File: src/sbf_pkg.sv
// Package with register map, field positions and state layout of the serial bus flag block
package sbf_pkg;

  // Register indices; byte address is four times the index
  localparam int unsigned SHIFT_REGISTER_IDX = 32'h0000_FF60;
  localparam int unsigned SERIAL_BUS_CONTROL_IDX = 32'h0000_FF61;
  localparam int unsigned SLAVE_ADDRESS_REG_IDX = 32'h0000_FF62;
  localparam int unsigned SERIAL_INTERRUPT_TIMING_IDX = 32'h0000_FF63;
  localparam int unsigned CHANNEL_MODE_REG_IDX = 32'h0000_FF65;

  localparam int unsigned ADDR_W = 18;
  localparam logic [ADDR_W-1:0] SHIFT_REGISTER_ADDR = ADDR_W'(SHIFT_REGISTER_IDX * 4);
  localparam logic [ADDR_W-1:0] SERIAL_BUS_CONTROL_ADDR = ADDR_W'(SERIAL_BUS_CONTROL_IDX * 4);
  localparam logic [ADDR_W-1:0] SLAVE_ADDRESS_REG_ADDR = ADDR_W'(SLAVE_ADDRESS_REG_IDX * 4);
  localparam logic [ADDR_W-1:0] SERIAL_INTERRUPT_TIMING_ADDR =
    ADDR_W'(SERIAL_INTERRUPT_TIMING_IDX * 4);
  localparam logic [ADDR_W-1:0] CHANNEL_MODE_REG_ADDR = ADDR_W'(CHANNEL_MODE_REG_IDX * 4);

  // Control register bit positions
  localparam int unsigned RELEASE_TRIGGER_BIT = 0;
  localparam int unsigned COMMAND_TRIGGER_BIT = 1;
  localparam int unsigned RELEASE_DETECTED_BIT = 2;
  localparam int unsigned COMMAND_DETECTED_BIT = 3;
  localparam int unsigned ACK_TRIGGER_BIT = 4;
  localparam int unsigned AUTO_ACK_ENABLE_BIT = 5;
  localparam int unsigned ACK_DETECTED_BIT = 6;
  localparam int unsigned BUSY_ENABLE_BIT = 7;

  // Interrupt timing register bit positions
  localparam int unsigned ADDR_WIDTH_SELECT_BIT = 4;
  localparam int unsigned IRQ_CAUSE_SELECT_BIT = 5;
  localparam int unsigned CLOCK_LEVEL_BIT = 6;

  // Mode register bit position
  localparam int unsigned CHANNEL_ENABLE_BIT = 7;

  // Reset values and counts
  localparam logic [7:0] REG_RESET = 8'h00;
  localparam logic [3:0] BITS_PER_BYTE = 4'h8;
  localparam int unsigned SYNC_STAGES = 2;

  // Synchronised bus line levels
  typedef struct packed {
    logic sclk;
    logic sdata;
  } sbf_lines_type;

  // Whole state of the flag block
  typedef struct packed {
    logic channel_enable;
    logic busy_enable;
    logic auto_ack_enable;
    logic ack_trigger;
    logic ack_detected;
    logic command_detected;
    logic release_detected;
    logic irq_cause_select;
    logic addr_width_select;
    logic [7:0] slave_address;
    logic [7:0] shift_data;
    logic so_latch;
    logic ack_drive;
    logic xfer_active;
    logic [3:0] rise_cnt;
    logic [3:0] fall_cnt;
    sbf_lines_type prev;
    logic irq;
    logic [31:0] prdata;
  } sbf_state_type;

endpackage : sbf_pkg

File: src/sbf_flags.sv
// Serial bus mode control and status flags with APB register access
`timescale 1ns/1ps
//
// Behaviour
// Acknowledge trigger drives ack at next clock fall
// Acknowledge trigger cleared by transfer start, disable
// Command condition sets command detected flag
// Command flag cleared: start, release, disable, reset
// Release condition sets release detected flag
// Release flag cleared: start, mismatch, disable, reset
// Command trigger clears output latch, self-clears
// Release trigger sets output latch, self-clears
// Trigger bits always read back as zero
// Clock level bit mirrors pin, zero when disabled
// Cause select adds release detection to interrupt
// Width select drops address bit zero
// Software keeps cause select zero for wake-up
// Software writes zero to timing bits 0-3
// Software sets ack trigger only after transfer
// Timing register resets to zero, byte writable
// Release: data rises while clock high
// Command: data falls while clock high
// Automatic ack on ninth clock fall
// Lines sampled and flags kept on pclk
module sbf_flags
(
  input wire logic pclk, // System clock, 100 MHz
  input wire logic presetn, // Asynchronous reset, active low
  input wire logic psel, // APB select
  input wire logic penable, // APB access phase
  input wire logic pwrite, // APB direction, high for write
  input wire logic [31:0] paddr, // APB byte address
  input wire logic [31:0] pwdata, // APB write data
  input wire logic [3:0] pstrb, // APB byte strobes
  output logic [31:0] prdata, // APB read data
  output logic pready, // APB ready
  output logic pslverr, // APB error on unmapped address
  input wire logic serial_clock_pin, // Serial clock pin level
  input wire logic bus_data_line_in, // Serial data line level
  output logic bus_data_line_out, // Serial data line drive value
  output logic bus_data_line_oe, // Open-drain pull-low enable
  output logic channel_interrupt // One-cycle channel interrupt pulse
);

  sbf_pkg::sbf_state_type s_q;
  sbf_pkg::sbf_state_type s_d;
  sbf_pkg::sbf_lines_type raw;
  sbf_pkg::sbf_lines_type lines;
  logic [sbf_pkg::ADDR_W-1:0] addr;
  logic hit;
  logic setup;
  logic wr;
  logic [7:0] wb;
  logic clk_rise;
  logic clk_fall;
  logic rel_cond;
  logic cmd_cond;
  logic start_xfer;
  logic xfer_end;
  logic addr_mismatch;
  logic [7:0] cmp_mask;

  // Pin levels pass two flip-flops before use
  assign raw.sclk = serial_clock_pin;
  assign raw.sdata = bus_data_line_in;

  sbf_sync u_sync
  (
    .pclk(pclk),
    .presetn(presetn),
    .raw(raw),
    .synced(lines)
  );

  // APB decode; zero wait states
  assign addr = paddr[sbf_pkg::ADDR_W-1:0];
  assign hit = (paddr[31:sbf_pkg::ADDR_W] == '0) &&
    (addr == sbf_pkg::SHIFT_REGISTER_ADDR || addr == sbf_pkg::SERIAL_BUS_CONTROL_ADDR ||
    addr == sbf_pkg::SLAVE_ADDRESS_REG_ADDR || addr == sbf_pkg::SERIAL_INTERRUPT_TIMING_ADDR ||
    addr == sbf_pkg::CHANNEL_MODE_REG_ADDR);
  assign setup = psel && !penable;
  assign wr = psel && penable && pwrite && pstrb[0] && hit;
  assign wb = pwdata[7:0];
  assign pready = 1'b1;
  assign pslverr = psel && penable && !hit;
  assign prdata = s_q.prdata;

  // Bus condition detection on sampled lines
  assign clk_rise = lines.sclk && !s_q.prev.sclk;
  assign clk_fall = !lines.sclk && s_q.prev.sclk;
  assign rel_cond = s_q.channel_enable && lines.sclk && s_q.prev.sclk &&
    lines.sdata && !s_q.prev.sdata;
  assign cmd_cond = s_q.channel_enable && lines.sclk && s_q.prev.sclk &&
    !lines.sdata && s_q.prev.sdata;

  // Transfer start is a write of the shift register
  assign start_xfer = wr && addr == sbf_pkg::SHIFT_REGISTER_ADDR && s_q.channel_enable;
  assign xfer_end = s_q.xfer_active && clk_rise && s_q.rise_cnt == sbf_pkg::BITS_PER_BYTE - 4'h1;

  // Address compare on the byte that follows a release and then a command
  assign cmp_mask = s_q.addr_width_select ? 8'hFE : 8'hFF;
  assign addr_mismatch = xfer_end && s_q.release_detected && s_q.command_detected &&
    ((({s_q.shift_data[6:0], lines.sdata} ^ s_q.slave_address) & cmp_mask) != 8'h00);

  // Next state
  always_comb
  begin
    s_d = s_q;
    s_d.prev = lines;
    s_d.irq = 1'b0;

    // Register writes
    if (wr)
    begin
      unique case (addr)
        sbf_pkg::SERIAL_BUS_CONTROL_ADDR:
        begin
          s_d.busy_enable = wb[sbf_pkg::BUSY_ENABLE_BIT];
          s_d.auto_ack_enable = wb[sbf_pkg::AUTO_ACK_ENABLE_BIT];
          if (wb[sbf_pkg::ACK_TRIGGER_BIT] && s_q.channel_enable)
            s_d.ack_trigger = 1'b1;
          if (wb[sbf_pkg::COMMAND_TRIGGER_BIT] && s_q.channel_enable)
            s_d.so_latch = 1'b0;
          if (wb[sbf_pkg::RELEASE_TRIGGER_BIT] && s_q.channel_enable)
            s_d.so_latch = 1'b1;
        end
        sbf_pkg::SERIAL_INTERRUPT_TIMING_ADDR:
        begin
          s_d.irq_cause_select = wb[sbf_pkg::IRQ_CAUSE_SELECT_BIT];
          s_d.addr_width_select = wb[sbf_pkg::ADDR_WIDTH_SELECT_BIT];
        end
        sbf_pkg::SLAVE_ADDRESS_REG_ADDR:
          s_d.slave_address = wb;
        sbf_pkg::CHANNEL_MODE_REG_ADDR:
          s_d.channel_enable = wb[sbf_pkg::CHANNEL_ENABLE_BIT];
        default:
          s_d.shift_data = s_d.shift_data;
      endcase
    end

    // Transfer start clears flags, triggers and counters
    if (start_xfer)
    begin
      s_d.shift_data = wb;
      s_d.xfer_active = 1'b1;
      s_d.rise_cnt = 4'h0;
      s_d.fall_cnt = 4'h0;
      s_d.ack_trigger = 1'b0;
      s_d.command_detected = 1'b0;
      s_d.release_detected = 1'b0;
      s_d.ack_detected = 1'b0;
    end

    // Receive shift on rising clock edges
    if (s_q.xfer_active && clk_rise)
    begin
      s_d.shift_data = {s_q.shift_data[6:0], lines.sdata};
      s_d.rise_cnt = s_q.rise_cnt + 4'h1;
    end
    if (xfer_end)
    begin
      s_d.xfer_active = 1'b0;
      s_d.irq = 1'b1;
    end
    if (addr_mismatch)
      s_d.release_detected = 1'b0;

    // Ack sampled at the ninth rising edge
    if (!s_q.xfer_active && clk_rise && s_q.rise_cnt == sbf_pkg::BITS_PER_BYTE)
    begin
      s_d.ack_detected = !lines.sdata;
      s_d.rise_cnt = 4'h0;
    end

    // Falling edges: ack drive windows
    if (clk_fall)
    begin
      if (s_q.ack_drive)
        s_d.ack_drive = 1'b0;
      else if (s_q.ack_trigger && !s_q.xfer_active)
      begin
        s_d.ack_drive = 1'b1;
        s_d.ack_trigger = 1'b0;
      end
      else if (s_q.fall_cnt == sbf_pkg::BITS_PER_BYTE && s_q.auto_ack_enable)
        s_d.ack_drive = 1'b1;
      if (s_q.fall_cnt != sbf_pkg::BITS_PER_BYTE + 4'h1 && s_q.rise_cnt != 4'h0)
        s_d.fall_cnt = s_q.fall_cnt + 4'h1;
      else if (!s_q.xfer_active)
        s_d.fall_cnt = 4'h0;
    end
    if (start_xfer)
      s_d.fall_cnt = 4'h0;

    // Release condition: set wins over a same-cycle start or mismatch clear, but disable still clears it
    if (rel_cond)
    begin
      s_d.release_detected = 1'b1;
      s_d.command_detected = 1'b0;
      if (s_q.irq_cause_select)
        s_d.irq = 1'b1;
    end
    if (cmd_cond)
      s_d.command_detected = 1'b1;

    // Disabled channel forces flags and triggers low
    if (!s_d.channel_enable)
    begin
      s_d.ack_trigger = 1'b0;
      s_d.command_detected = 1'b0;
      s_d.release_detected = 1'b0;
      s_d.ack_detected = 1'b0;
      s_d.ack_drive = 1'b0;
      s_d.xfer_active = 1'b0;
    end

    // Read data captured in the setup phase
    s_d.prdata = 32'h0000_0000;
    if (setup && !pwrite)
    begin
      unique case (addr)
        sbf_pkg::SERIAL_BUS_CONTROL_ADDR:
        begin
          s_d.prdata[sbf_pkg::BUSY_ENABLE_BIT] = s_q.busy_enable;
          s_d.prdata[sbf_pkg::ACK_DETECTED_BIT] = s_q.ack_detected;
          s_d.prdata[sbf_pkg::AUTO_ACK_ENABLE_BIT] = s_q.auto_ack_enable;
          s_d.prdata[sbf_pkg::COMMAND_DETECTED_BIT] = s_q.command_detected;
          s_d.prdata[sbf_pkg::RELEASE_DETECTED_BIT] = s_q.release_detected;
        end
        sbf_pkg::SERIAL_INTERRUPT_TIMING_ADDR:
        begin
          s_d.prdata[sbf_pkg::CLOCK_LEVEL_BIT] = lines.sclk && s_q.channel_enable;
          s_d.prdata[sbf_pkg::IRQ_CAUSE_SELECT_BIT] = s_q.irq_cause_select;
          s_d.prdata[sbf_pkg::ADDR_WIDTH_SELECT_BIT] = s_q.addr_width_select;
        end
        sbf_pkg::SLAVE_ADDRESS_REG_ADDR:
          s_d.prdata[7:0] = s_q.slave_address;
        sbf_pkg::SHIFT_REGISTER_ADDR:
          s_d.prdata[7:0] = s_q.shift_data;
        sbf_pkg::CHANNEL_MODE_REG_ADDR:
          s_d.prdata[sbf_pkg::CHANNEL_ENABLE_BIT] = s_q.channel_enable;
        default:
          s_d.prdata = 32'h0000_0000;
      endcase
    end
  end

  // Trigger bits are never placed in read data, so reads return zero
  always_ff @(posedge pclk or negedge presetn)
  begin
    if (!presetn)
    begin
      s_q <= '0;
      s_q.so_latch <= 1'b1;
      s_q.prev <= '1;
    end
    else
      s_q <= s_d;
  end

  // Open-drain data line: pull low for latch zero or ack
  assign bus_data_line_out = 1'b0;
  assign bus_data_line_oe = !s_q.so_latch || s_q.ack_drive;
  assign channel_interrupt = s_q.irq;

endmodule : sbf_flags

File: src/sbf_sync.sv
// Two flip-flop synchroniser for the bus line levels
`timescale 1ns/1ps
module sbf_sync
(
  input wire logic pclk, // System clock
  input wire logic presetn, // Asynchronous reset, active low
  input wire sbf_pkg::sbf_lines_type raw, // Unsynchronised pin levels
  output sbf_pkg::sbf_lines_type synced // Levels after two stages
);

  sbf_pkg::sbf_lines_type meta_q;

  // First stage feeds only the second stage
  always_ff @(posedge pclk or negedge presetn)
  begin
    if (!presetn)
    begin
      // Lines idle high on the pull-up, so no false edge follows reset
      meta_q <= '1;
      synced <= '1;
    end
    else
    begin
      meta_q <= raw;
      synced <= meta_q;
    end
  end

endmodule : sbf_sync

File: config.mk
export PLATFORM = sky130hd
export DESIGN_NAME = sbf_flags
export DESIGN_NICKNAME = d
export VERILOG_FILES = /design/src/sbf_pkg.sv /design/src/sbf_flags.sv /design/src/sbf_sync.sv
export SDC_FILE = /design/constraint.sdc
export NUM_CORES = 1
export LEC_CHECK = 0
export BUFFER_PORTS_ARGS = -buffer_cell sky130_fd_sc_hd__buf_2
export CAP_MARGIN = 10
export CORE_MARGIN = 2
export CORE_UTILIZATION = 44
export CTS_CLUSTER_DIAMETER = 50
export DETAILED_ROUTE_END_ITERATION = 8
export PLACE_DENSITY = 0.86
export SLEW_MARGIN = 20
export SYNTH_ARGS = -nofsm -noshare
export SYNTH_HDL_FRONTEND = slang
export SYNTH_HIERARCHICAL = 1
export SYNTH_SLANG_ARGS = --single-unit
export TNS_END_PERCENT = 30
File: constraint.sdc
create_clock -name pclk -period 1.83 [get_ports pclk]
set_clock_uncertainty 0.15 [all_clocks]
set_input_delay 0.183 -clock pclk [delete_from_list [all_inputs] [get_ports pclk]]
set_output_delay 0.183 -clock pclk [all_outputs]
set_load 0.01 [all_outputs]
# Yosys cells after proc, flatten, opt, wreduce, memory -nomap -nowiden
# Index checks and enable logic that the tools add are counted.
[totals]
register_bits = 75
word_cells = 137
output_inout_bits = 37
[classes]
add_sub_neg = 2
n_bitwise = 2
n_reduce_logical = 55
n_mux = 40
n_eq_ne = 14
[op_table]
columns = ["operator", "count"]
rows = [
  ["18-bit == test (second input constant)", 5],
  ["4-bit 2-to-1 mux", 9],
  ["1-bit logical AND", 31],
  ["8-bit 2-to-1 mux", 3],
  ["1-bit 2-to-1 mux", 19],
  ["14-bit zero test", 1],
  ["1-bit zero test", 9],
  ["9-bit 2-to-1 mux", 1],
  ["4-bit by 1-bit adder with 4-bit output (second input constant)", 2],
  ["8-bit AND", 1],
  ["4-bit == test (second input constant)", 2],
  ["4-bit by 1-bit inequality test with 1-bit output (second input constant)", 2],
  ["2-bit case mux with 4 select lines", 1],
  ["8-bit nonzero test", 1],
  ["8-bit bitwise XOR", 1],
  ["3-bit by 1-bit inequality test with 1-bit output (second input constant)", 2],
  ["2-bit case mux with 3 select lines", 1],
  ["2-bit AND reduction", 3],
  ["1-bit logical OR", 5],
  ["4-bit by 3-bit == test with 1-bit output (second input constant)", 1],
  ["2-bit 2-to-1 mux", 2],
  ["4-bit inequality test (second input constant)", 1],
  ["1-bit case mux with 4 select lines", 1],
  ["2-bit case mux with 2 select lines", 1],
  ["other kinds (7)", 8],
]

# Logic depth before layout (Yosys ltp)
[depth]
ltp_word = 14
mapped_depth = 8
ltp_nobuf = 7

# Hierarchy
# The synthesis kept the hierarchy.
[modules_own_cells]
columns = ["module", "seq_area_each_um2", "n_inst", "area_per_inst_um2", "cells_each"]
rows = [
  ["sbf_flags", 1179.9, 1, 2792.7, 290],
  ["sbf_sync", 105.1, 1, 105.1, 4],
]

# Least setup slack after synthesis
# OpenSTA, ideal clock, no wires.
[synth_path]
path_type = "input-to-reg"
start = "input paddr[26]"
end = "register s_q[66] in the netlist's numbering"
required_ps = 1541
arrival_time_ps = 1662
path_stages = 7
slack_ps = -121
n_path_buf = 2
path_cell_list = "nor4_2 > nand4_2 > or4_1 > buf_2 > buf_6 > a31oi_1 > nor2_1"
[synth_between]
elab_chain_len = 6
[synth_lines]
columns = ["element", "line", "source"]
rows = [
  ["start: declaration", "sbf_flags.sv:32", "input wire logic [31:0] paddr,"],
  ["14-bit zero test *", "sbf_flags.sv:77", "assign hit = (paddr[31:sbf_pkg::ADDR_W] == '0) &&"],
  ["1-bit logical AND *", "sbf_flags.sv:77", ""],
  ["1-bit logical AND *", "sbf_flags.sv:82", "assign wr = psel && penable && pwrite && pstrb[0] && hit;"],
  ["1-bit logical AND (2 in a row)", "sbf_flags.sv:97", "assign start_xfer = wr && addr == sbf_pkg::SHIFT_REGISTER_ADDR && s_q.channel_enable;"],
  ["3-bit by 1-bit inequality test with 1-bit output (no source line)", "--", ""],
  ["end: declaration", "sbf_flags.sv:45", "sbf_pkg::sbf_state_type s_q;"],
]
# Mark *: on every way between the ends. The rest lies on a longest branch, timed or not.
# A chain may end at the register's enable or synchronous reset.

==> results_dict.tcl <==
set metrics [dict create \
    status "finished, final reports clean" \
    h-tree-depth 2 \
    whs_ns 0.0114 \
    postSynthAreaPerCell_sq_um 9.86 \
    crit_path_max_fanout 7 \
    syn_inst 294 \
    first_global_vias 2444 \
    n_antenna_cell 0 \
    fin_crit_ns 1.78 \
    critPathKind "register to register" \
    power_leakage_nw 1.74 \
    synth_area_sq_mm 0.00290 \
    drive_above_1_share_pct 34.3 \
    ir_drop_uv 285 \
    powerDensity_mw_per_mm2 642 \
    num_rows 29 \
    portBuffers 58 \
    ioPinCount 112 \
    cp_top_family "simple AND/OR/NAND/NOR gates" \
    cts.path.max_buffers 2 \
    vias 2481 \
    synth_top_area_share_pct 38.0 \
    cts_buffers 5 \
    die_area_sq_mm 0.00725 \
    synth_edf_count 0 \
    critPathBufInv 0 \
    nets 458 \
    cts_tree "done" \
    synth_compound_area_share_pct 9.97 \
    final_hold_viol_count 0 \
    crit_path_frequent_cell "a21oi_1" \
    critPathArrivalTime_ns 1.86 \
    area_growth_pct 23.9 \
    die-height_um 85.2 \
    ys_ff_latch 51 \
    ant_nets 0 \
    setup_viol 0 \
    drt_pass1_iterations 4 \
    synth_top_family_by_area "simple AND/OR/NAND/NOR gates" \
    cap_violations 0 \
    clk_latency_ns 0.30 \
    critical_path.startpoint_type "register" \
    path_cells "nand2b_1 > or3b_2 > a21oi_1 > a21oi_1 > nor2_1" \
    tns_ns 0 \
    synth_xor_area_share_pct 2.42 \
    final_common_cell "buf_2" \
    synth_adder_area_share_pct 2.16 \
    routed_wirelength_mm 7.00 \
    dp_hpwl_mm 5.38 \
    critPathCaptureType "register" \
    rsz0062_at_grt "yes" \
    maxSlewViolCount 0 \
    root_buffer "clkbuf_8" \
    antenna_found_initial 0 \
    fmax_ghz 0.563 \
    synth_area_leaders "dfrtp_1 38%, buf_4 8.8%, dfstp_2 6.3%, mux2_2 4.7%, nor2_1 3.9%" \
    clk_pin_slew_worst_paths_ns 0.09 \
    yosysWarnings 6 \
    synth-seq-area-share_pct 44.3 \
    synthArstFlopShare_pct 100 \
    drc 0 \
    layout_worst_path_cycle_share_pct 97.1 \
    cp_slowest_cell "dfstp_2" \
    synth_top_area_cell "dfrtp_1" \
    routabilityCongestion 0.903 \
    grt_max_degree 24 \
    core_area_sq_mm 0.00635 \
    start_util_pct 45.6 \
    yosys.area_share.simple_pct 21.6 \
    drt_iter0_drc 194 \
    synth_mux_area_share_pct 7.90 \
    synth_ff_type "dfrtp_1" \
    slowest_delay_ns 0.61 \
    detail_route.wl_per_cell_um 15.3 \
    hp-class "primary input to register" \
    yosys.cell_types.count 51 \
    grt_usage_pct 19.5 \
    cp.required_ns 1.92 \
    cts_sinks 51 \
    fillers 537 \
    vias_per_cell 5.44 \
    grt_pass1_wl_mm 11.2 \
    die_w_um 85.2 \
    grt-ovfl-total 0 \
    mostFrequentLayoutCells "58 x buf_2, 44 x dfrtp_1, 30 x nor2_1, 30 x buf_4, 26 x conb_1" \
]
==> final timing paths <==
kind                                                  from                    endpoint  slack [ns]  cells past startpoint
worst max-delay path                     s_q[34]$_DFF_PN1_           s_q[37]$_DFF_PN0_        0.05                      5
max in group asynchronous                          presetn           s_q[33]$_DFF_PN1_        0.74                      3
worst min register to register  u_sync/meta_q[0]$_DFF_PN1_  u_sync/synced[0]$_DFF_PN1_        0.21                      0
worst max register to register           s_q[34]$_DFF_PN1_           s_q[37]$_DFF_PN0_        0.05                      5
min in group asynchronous                          presetn         prdata[7]$_DFF_PN0_        0.22                      2
worst min-delay path                             pwdata[4]         s_q[50]$_DFFE_PN0P_        0.01                      3
==> metal layers <==
layer	track usage [%]	wire (um)	up-vias
met5	0	0	-
met3	4.18	513	11
met1	23.6	2820	1208
met2	34.1	3520	119
met4	7.22	137	0
li1	-	-	1143
==> final cells by class <==
cell class / instances / area [sq um] / share of cell area [%]
Inverter: 6 / 22.5 / 0.627
Clock inverter: 3 / 43.8 / 1.22
Timing Repair Buffer: 98 / 627 / 17.5
Tap cell: 77 / 96.3 / 2.68
Multi-Input combinational cell: 216 / 1450 / 40.3
Clock buffer: 5 / 68.8 / 1.92
Sequential cell: 51 / 1280 / 35.8
==> registers in the layout, indices dropped and copies added (netlist names) <==
name and flops:
channel_interrupt 1, prdata 8, s_q 38, u_sync/meta_q 2, u_sync/synced 2
==> where the power goes <==
part / total, mW / leakage, nW / switching, mW / internal [mW]
clock network: 0.791 / 0.0581 / 0.383 / 0.408
logic: 0.315 / 1.07 / 0.173 / 0.142
registers: 1.20 / 0.613 / 0.0365 / 1.16
total: 2.30 / 1.74 / 0.593 / 1.71
==> cell families (layout without fill, tap and decap cells) <==
kind of cell / after synthesis / after routing
xor+xnor: 8 / 8
simple gates: 113 / 113
mux: 20 / 20
fa+ha+maj: 5 / 5
flops: 51 / 51
compound gates: 44 / 44
buf+inv: 51 / 112
other cells: 2 / 26
==> timing repair <==
action / in CTS / in global routing
hold buffers: 8 / 0
hold endpoints to repair: 22 / 0
setup buffers: 0 / 6
setup endpoints to repair: 1 / 35
pin swaps: 0 / 2
gates resized for setup: 0 / 5
==> tightest hold or removal path, delay by kind of cell <==
kind	cells	cell delay, ns
AOI/OAI and AO/OA	1	0.07
and+or+nand+nor	1	0.06
buffers and inverters	1	0.12
==> cell usage after synthesis, types with 2 or more instances <==
cell	n
nand2_1	25
ha_1	5
and4b_1	3
nand3b_1	3
nor4bb_1	2
buf_4	34
mux2_2	12
buf_2	2
nor3_1	4
nand4_1	6
and3_1	3
dfrtp_1	44
mux2i_1	6
nand2b_1	4
conb_1	2
a21o_1	3
clkbuf_1	7
a31oi_1	12
xnor2_1	8
nor2_1	30
dfstp_2	7
nor3b_1	2
a21oi_1	9
a211oi_1	2
inv_1	6
o21ai_0	7
nor2b_1	7
nand3_1	10
a22oi_1	2
nor4_2	5
nor4_1	2
==> metrics by stage <==
| step | cells | total power [mW] | worst slack (ns) | cell area (sq um) | utilization, % |
|---|---|---|---|---|---|
| 6_report | 456 | 2.30 | 0.0526 | 3590 | 56.5 |
| 5_1_grt | 456 | 2.41 | -0.0319 | 3590 | 56.5 |
| 4_1_cts | 450 | 2.30 | -0.0106 | 3510 | 55.3 |
| 3_5_place_dp | 434 | 1.51 | -0.341 | 3320 | 52.3 |
| 3_3_place_gp | 434 | 1.49 | -0.195 | 3320 | 52.3 |
| 2_1_floorplan | 318 | 1.40 | -0.0202 | 3040 | - |
Note: power is estimated with default switching activity, not from simulation.
